### src/rtl/tracker_pkg.sv
/*
 Constants shared by the dual supply tracking sequencer: timing,
 register offsets, field positions, reset values and gate states.
 Assumes a 50 MHz system clock.
*/
package tracker_pkg;
   localparam int CLK_MHZ       = 50;
   localparam int FAULT_TIME_US = 15000;
   localparam int TIMER_W       = 20;
   localparam logic [TIMER_W-1:0] FAULT_CYCLES_DEF =
      TIMER_W'(FAULT_TIME_US * CLK_MHZ);

   localparam int ADDR_W = 5;
   localparam logic [ADDR_W-1:0] OFS_CTRL     = 5'h00;
   localparam logic [ADDR_W-1:0] OFS_STATUS   = 5'h04;
   localparam logic [ADDR_W-1:0] OFS_IRQ_STAT = 5'h08;
   localparam logic [ADDR_W-1:0] OFS_IRQ_MASK = 5'h0c;
   localparam logic [ADDR_W-1:0] OFS_TIMER    = 5'h10;

   localparam int CTRL_FORCE_OFF = 0;
   localparam logic CTRL_RST     = 1'h0;

   localparam int ST_SDO    = 0;
   localparam int ST_GATE   = 1;
   localparam int ST_BLEED  = 4;
   localparam int ST_FAULT  = 5;
   localparam int ST_VCC_ON = 6;
   localparam int ST_LOCK   = 7;
   localparam int ST_HOLD   = 8;

   localparam int EV_W       = 4;
   localparam int EV_FAULT   = 0;
   localparam int EV_SDO_UP  = 1;
   localparam int EV_SDO_DN  = 2;
   localparam int EV_GATE_HI = 3;
   localparam logic [EV_W-1:0] MASK_RST = 4'h0;

   typedef enum logic [2:0] {
      GATE_LOW  = 3'h1,
      GATE_REG  = 3'h2,
      GATE_HIGH = 3'h4
   } gate_t;
endpackage

### src/rtl/tracking_sequencer.sv
/*
 Dual supply tracking sequencer: shutdown output, gate drive state,
 bleeder, latched fault timer, Avalon-MM register slave, interrupt.
 Assumes comparator inputs synchronous to clk_sys (50 MHz).
*/
// Our own choices: the address map and register access over Avalon-MM.
`timescale 1ns/1ps
module tracking_sequencer
   import tracker_pkg::*;
#(
   parameter logic [TIMER_W-1:0] FAULT_CYCLES = FAULT_CYCLES_DEF
)(
   input  wire logic              clk_sys,
   input  wire logic              rst_n,
   input  wire logic              ce,
   input  wire logic              vccAboveHold,
   input  wire logic              vccAboveOn,
   input  wire logic              lockoutAbove,
   input  wire logic              ioBelowCore,
   input  wire logic              outputShorted,
   input  wire logic              feedbackAbove,
   input  wire logic [ADDR_W-1:0] address,
   input  wire logic              read,
   input  wire logic              write,
   input  wire logic [31:0]       writedata,
   output logic [31:0]            readdata,
   output logic                   waitrequest,
   output logic                   supplyShutdownOut,
   output logic                   shutdownHoldActive,
   output gate_t                  shuntGateDrive,
   output logic                   bleederEnable,
   output logic                   faultLatched,
   output logic                   irq
);
   logic                forceOffQ;
   logic [EV_W-1:0]     irqStatQ;
   logic [EV_W-1:0]     irqMaskQ;
   logic                ackQ;
   logic                sdoD;
   logic                timerRun;
   logic                faultClear;
   logic [TIMER_W-1:0]  timerCount;
   logic [EV_W-1:0]     events;
   logic                gateHighPrevQ;
   logic                faultPrevQ;
   logic                sdoPrevQ;
   logic                wrAccept;
   logic [31:0]         statusWord;
   logic [31:0]         readD;

   // Gate selection runs independently of the fault latch
   gate_drive_select u_gate (
      .clk_sys       (clk_sys),
      .rst_n         (rst_n),
      .ce            (ce),
      .vccAboveOn    (vccAboveOn),
      .ioBelowCore   (ioBelowCore),
      .outputShorted (outputShorted),
      .feedbackAbove (feedbackAbove),
      .gateState     (shuntGateDrive)
   );

   assign timerRun =
      supplyShutdownOut && (shuntGateDrive != GATE_LOW);
   // Supply or lockout dropping is the only unlatch path
   assign faultClear = !vccAboveOn || !lockoutAbove;

   fault_timer #(
      .LIMIT (FAULT_CYCLES)
   ) u_timer (
      .clk_sys (clk_sys),
      .rst_n   (rst_n),
      .ce      (ce),
      .run     (timerRun),
      .clear   (faultClear),
      .count   (timerCount),
      .faultQ  (faultLatched)
   );

   // Shutdown output condition
   always_comb begin
      sdoD = 1'b1;
      if (!lockoutAbove)
         sdoD = 1'b0;
      if (!vccAboveOn)
         sdoD = 1'b0;
      if (faultLatched)
         sdoD = 1'b0;
      if (forceOffQ)
         sdoD = 1'b0;
   end

   always_ff @(posedge clk_sys) begin
      if (!rst_n)
         supplyShutdownOut <= 1'b0;
      else if (ce)
         supplyShutdownOut <= sdoD;
   end

   // Output is actively pulled low while off, once supply passes holding level
   always_ff @(posedge clk_sys) begin
      if (!rst_n)
         shutdownHoldActive <= 1'b0;
      else if (ce)
         shutdownHoldActive <= vccAboveHold && !sdoD;
   end

   always_ff @(posedge clk_sys) begin
      if (!rst_n)
         bleederEnable <= 1'b0;
      else if (ce)
         bleederEnable <= !sdoD && vccAboveOn;
   end

   // Avalon-MM slave: one wait cycle per access
   assign waitrequest = (read || write) && !ackQ;
   assign wrAccept    = write && ackQ && ce;

   always_ff @(posedge clk_sys) begin
      if (!rst_n)
         ackQ <= 1'b0;
      else if (ce)
         ackQ <= (read || write) && !ackQ;
   end

   always_comb begin
      statusWord = '0;
      statusWord[ST_SDO]             = supplyShutdownOut;
      statusWord[ST_GATE +: 3]       = shuntGateDrive;
      statusWord[ST_BLEED]           = bleederEnable;
      statusWord[ST_FAULT]           = faultLatched;
      statusWord[ST_VCC_ON]          = vccAboveOn;
      statusWord[ST_LOCK]            = lockoutAbove;
      statusWord[ST_HOLD]            = shutdownHoldActive;
   end

   always_comb begin
      readD = '0;
      case (address)
         OFS_CTRL:
            readD[CTRL_FORCE_OFF] = forceOffQ;
         OFS_STATUS:
            readD = statusWord;
         OFS_IRQ_STAT:
            readD[EV_W-1:0] = irqStatQ;
         OFS_IRQ_MASK:
            readD[EV_W-1:0] = irqMaskQ;
         OFS_TIMER:
            readD[TIMER_W-1:0] = timerCount;
         default:
            readD = '0;
      endcase
   end

   always_ff @(posedge clk_sys) begin
      if (!rst_n)
         readdata <= '0;
      else if (ce && read && !ackQ)
         readdata <= readD;
   end

   always_ff @(posedge clk_sys) begin
      if (!rst_n)
         forceOffQ <= CTRL_RST;
      else if (wrAccept && address == OFS_CTRL)
         forceOffQ <= writedata[CTRL_FORCE_OFF];
   end

   always_ff @(posedge clk_sys) begin
      if (!rst_n)
         irqMaskQ <= MASK_RST;
      else if (wrAccept && address == OFS_IRQ_MASK)
         irqMaskQ <= writedata[EV_W-1:0];
   end

   // Event edge detection
   always_ff @(posedge clk_sys) begin
      if (!rst_n) begin
         gateHighPrevQ <= 1'b0;
         faultPrevQ    <= 1'b0;
         sdoPrevQ      <= 1'b0;
      end else if (ce) begin
         gateHighPrevQ <= shuntGateDrive == GATE_HIGH;
         faultPrevQ    <= faultLatched;
         sdoPrevQ      <= supplyShutdownOut;
      end
   end

   always_comb begin
      events = '0;
      events[EV_FAULT]   = faultLatched && !faultPrevQ;
      events[EV_SDO_UP]  = supplyShutdownOut && !sdoPrevQ;
      events[EV_SDO_DN]  = !supplyShutdownOut && sdoPrevQ;
      events[EV_GATE_HI] =
         (shuntGateDrive == GATE_HIGH) && !gateHighPrevQ;
   end

   // Sticky status, write one to clear; a new event wins
   genvar gi;
   generate
      for (gi = 0; gi < EV_W; gi++) begin : g_stat
         always_ff @(posedge clk_sys) begin
            if (!rst_n)
               irqStatQ[gi] <= 1'b0;
            else if (ce) begin
               if (events[gi])
                  irqStatQ[gi] <= 1'b1;
               else if (wrAccept && address == OFS_IRQ_STAT &&
                        writedata[gi])
                  irqStatQ[gi] <= 1'b0;
            end
         end
      end
   endgenerate

   assign irq = |(irqStatQ & irqMaskQ);
endmodule // tracking_sequencer

### src/rtl/gate_drive_select.sv
/*
 Shunt gate drive state selection from comparator results.
 Assumes comparator inputs synchronous to clk_sys.
*/
`timescale 1ns/1ps
module gate_drive_select
   import tracker_pkg::*;
(
   input  wire logic clk_sys,
   input  wire logic rst_n,
   input  wire logic ce,
   input  wire logic vccAboveOn,
   input  wire logic ioBelowCore,
   input  wire logic outputShorted,
   input  wire logic feedbackAbove,
   output gate_t     gateState
);
   gate_t gateD;

   always_comb begin
      if (!vccAboveOn)
         gateD = GATE_LOW;
      else if (outputShorted)
         gateD = GATE_HIGH;
      else if (ioBelowCore)
         gateD = GATE_HIGH;
      else if (!feedbackAbove)
         gateD = GATE_REG;
      else
         gateD = GATE_LOW;
   end

   always_ff @(posedge clk_sys) begin
      if (!rst_n)
         gateState <= GATE_LOW;
      else if (ce)
         gateState <= gateD;
   end
endmodule // gate_drive_select

### src/rtl/fault_timer.sv
/*
 Latched fault timer for time spent with gate high or regulating while the shutdown output is high.
 Assumes run and clear come from flops of the same clock.
*/
`timescale 1ns/1ps
module fault_timer
   import tracker_pkg::*;
#(
   parameter logic [TIMER_W-1:0] LIMIT = FAULT_CYCLES_DEF
)(
   input  wire logic               clk_sys,
   input  wire logic               rst_n,
   input  wire logic               ce,
   input  wire logic               run,
   input  wire logic               clear,
   output logic [TIMER_W-1:0]      count,
   output logic                    faultQ
);
   logic expire;
   assign expire = run && (count == LIMIT - TIMER_W'(1));

   always_ff @(posedge clk_sys) begin
      if (!rst_n)
         count <= '0;
      else if (ce) begin
         if (!run || expire)
            count <= '0;
         else
            count <= count + TIMER_W'(1);
      end
   end

   // Set wins over the unlatch condition
   always_ff @(posedge clk_sys) begin
      if (!rst_n)
         faultQ <= 1'b0;
      else if (ce) begin
         if (expire)
            faultQ <= 1'b1;
         else if (clear)
            faultQ <= 1'b0;
      end
   end
endmodule // fault_timer

### config.mk
export PLATFORM = sky130hd
export DESIGN_NAME = tracking_sequencer
export DESIGN_NICKNAME = d
export VERILOG_FILES = /design/src/rtl/tracker_pkg.sv /design/src/rtl/tracking_sequencer.sv /design/src/rtl/gate_drive_select.sv /design/src/rtl/fault_timer.sv
export SDC_FILE = /design/constraint.sdc
export NUM_CORES = 1
export LEC_CHECK = 0
export BUFFER_PORTS_ARGS = -buffer_cell sky130_fd_sc_hd__buf_4
export CORE_UTILIZATION = 46
export DETAILED_ROUTE_END_ITERATION = 10
export PLACE_DENSITY = 0.76
export REMOVE_ABC_BUFFERS = 1
export SETUP_SLACK_MARGIN = 0.4
export SKIP_CTS_REPAIR_TIMING = 1
export SLEW_MARGIN = 25
export SYNTH_ARGS = -nofsm -noshare
export SYNTH_HDL_FRONTEND = slang
export SYNTH_SLANG_ARGS = --single-unit
### constraint.sdc
create_clock -name clk_sys -period 1.66 [get_ports clk_sys]
set_input_delay 0.249 -clock clk_sys [delete_from_list [all_inputs] [get_ports clk_sys]]
set_output_delay 0.249 -clock clk_sys [all_outputs]
set_load 0.01 [all_outputs]
==> results.json <==
{
  "syn-instance-count": 324,
  "grt_first_pass_wirelength_microns": 10560,
  "synth_edf_count": 0,
  "cp-end-kind": "flip-flop",
  "required_ns": 1.89,
  "synth_adder_area_share": 0.004533,
  "cp_data_arrival_time_ns": 2.00,
  "yosys_warnings": 0,
  "synth_top_family_by_area": "simple AND/OR/NAND/NOR gates",
  "die_w_microns": 79.46,
  "final_cells": 478,
  "seq_area_frac_synth": 0.4352,
  "async_reset_ff_frac": 0,
  "violations": "negative setup slack",
  "dieArea_sq_um": 6314,
  "antenna_found_initial": 0,
  "core_area_sq_um": 5642,
  "max-clock-path-buffers": 2,
  "fmax_mhz": 565.6,
  "vias": 2512,
  "cts_buffers": 9,
  "maxCapViolations": 0,
  "nets": 450,
  "dp_hpwl_microns": 4575,
  "finalWorstSetupSlack_ns": -0.1082,
  "num_antenna_cells": 0,
  "htree_levels": 3,
  "cpPeakStageDelay_ns": 0.53,
  "routed_via_density": 5.255,
  "rsz0062_at_grt": "true",
  "die_h_microns": 79.46,
  "outcome": "complete, but fails checks",
  "critPathMaxFanout": 20,
  "startpoint_type": "flip-flop",
  "port_buffers": 48,
  "finalClockSkew_ns": 0.006851,
  "synth_compound_area_frac": 0.1455,
  "synthSimpleGateAreaFrac": 0.2525,
  "routabilityCongestion": 0.9591,
  "post-route-period-util": 1.065,
  "ant_nets": 0,
  "setup_viol": 20,
  "drtIter0Drc": 94,
  "period_minus_slack_ns": 1.768,
  "cp_slowest_cell": "or4b_1",
  "gr-total-overflow": 0,
  "cts-root-buf": "clkbuf_8",
  "drt-total-wl_microns": 6458,
  "initial_core_util": 0.4892,
  "fin_util": 0.6436,
  "synthMuxAreaShare": 0.03354,
  "clkSinkCount": 60,
  "fillers": 477,
  "fin_area_sq_um": 3631,
  "synth_top_cell_by_area": "dfxtp_1",
  "mostFrequentLayoutCells": "buf_4, dfxtp_1, nor2_1",
  "synth_top_area_share": 0.4352,
  "grt_pass1_vias": 2321,
  "ir_drop_mv": 0.6550,
  "io-pin-count": 89,
  "ys_seq_elements": 60,
  "crit_chain": "or4b_1, nor4_2, buf_4, a2bb2oi_4, buf_12, nor2_1",
  "clkSlewWorstSetupHoldPaths_ns": 0.06,
  "p_per_area_nw_per_um2": 812.0,
  "grt_start_max_net_pins": 32,
  "drive_gt1_frac": 0.2833,
  "worstSetupPathType": "reg2reg",
  "avgSynthCellArea_sq_um": 8.519,
  "grt_use_total": 0.2182,
  "min_path_type": "in2reg",
  "wl_per_cell_microns": 13.51,
  "synth_flop_cell": "dfxtp_1",
  "total_power_mw": 2.948,
  "final_common_cell": "buf_4",
  "netlist_area_sq_um": 2760,
  "maxSlewViolCount": 0,
  "dr.pass1.iters": 4,
  "clock_latency_ns": 0.34,
  "place_area_sq_um": 3353,
  "final_hold_viol_count": 0,
  "drc": 0,
  "cts_tree": "yes",
  "rows": 27,
  "yosys.cell_types.count": 38,
  "area_growth_pct": 31.55,
  "placedCellCount": 458,
  "worst_hold_slack_ns": 0.1695,
  "p_leak_nw": 1.488,
  "synth_area_leaders": "dfxtp_1, nor2_1, nand2_1, a21boi_0, nand3_1",
  "synth_xor_area_frac": 0.06346
}
==> cell families (layout without fill, tap and decap cells) <==
kind of cell,count (synthesis),in the layout
AO/OA/AOI/OAI,58,58
AND/OR/NAND/NOR,146,146
buffers and inverters,30,101
adder cells (fa/ha/maj),1,1
other,1,12
flip-flops,60,60
XOR/XNOR,20,20
multiplexers,8,8
==> cell type report <==
type | count | area [sq um] | share of cell area
multi-input combinational | 245 | 1479 | 0.4073
tap | 72 | 90.09 | 0.02481
inverter | 2 | 7.507 | 0.002068
clock buffer | 15 | 176.4 | 0.04859
timing repair buffer | 83 | 664.4 | 0.1830
clock inverter | 1 | 5.005 | 0.001378
sequential | 60 | 1209 | 0.3329
==> registers in the layout, indices dropped and copies added (netlist names), 3 cells and up <==
name	cells
u_timer.count	20
u_gate.gateState	3
irqStatQ	4
readdata	20
irqMaskQ	4
==> worst paths after layout <==
path	start	to	slack, ns	cells after the start
max	u_timer.count[4]	u_timer.count[11]	-0.11	6
min	writedata[2]	irqMaskQ[2]	0.17	3
max reg2reg	u_timer.count[4]	u_timer.count[11]	-0.11	6
min reg2reg	readdata[9]	readdata[9]	0.46	2
==> worst max-delay path, delay by kind of cell, from the launching register on <==
family | cells | cell delay (ns)
compound gates | 1 | 0.16
flops | 1 | 0.31
simple gates | 3 | 0.85
buf+inv | 2 | 0.34
==> cells in the mapped netlist (7+ instances only) <==
cell type,n
clkbuf_1,10
a21boi_0,18
buf_4,12
xnor2_1,7
and3_1,8
xor2_1,13
dfxtp_1,60
nand2_1,40
o21ai_0,14
nor2_1,44
a21oi_1,8
nor2b_1,11
mux2i_1,7
nand3_1,23
a22oi_1,8
==> metrics by stage <==
| stage | setup slack (ns) | setup TNS (ns) |
|---|---|---|
| 2_1_floorplan | -0.2484 | -4.968 |
| 3_3_place_gp | -0.08806 | -1.712 |
| 3_5_place_dp | -0.1164 | -2.164 |
| 4_1_cts | -0.1255 | -2.358 |
| 5_1_grt | -0.1846 | -3.396 |
| 6_report | -0.1082 | -1.960 |
==> report_power, final <==
group | internal (mW) | switching [mW]
combinational | 0.125 | 0.144
sequential | 1.46 | 0.0195
clock | 0.663 | 0.534
total | 2.25 | 0.697
==> per-layer routing <==
layer	global-route usage	vias up	wire (microns)
li1	-	1259	-
met1	0.2468	1152	2598
met2	0.3650	92	3340
met3	0.08343	9	437
met4	0.09091	0	82
met5	0	-	0
No activity file was read; power rests on OpenSTA's default activity.
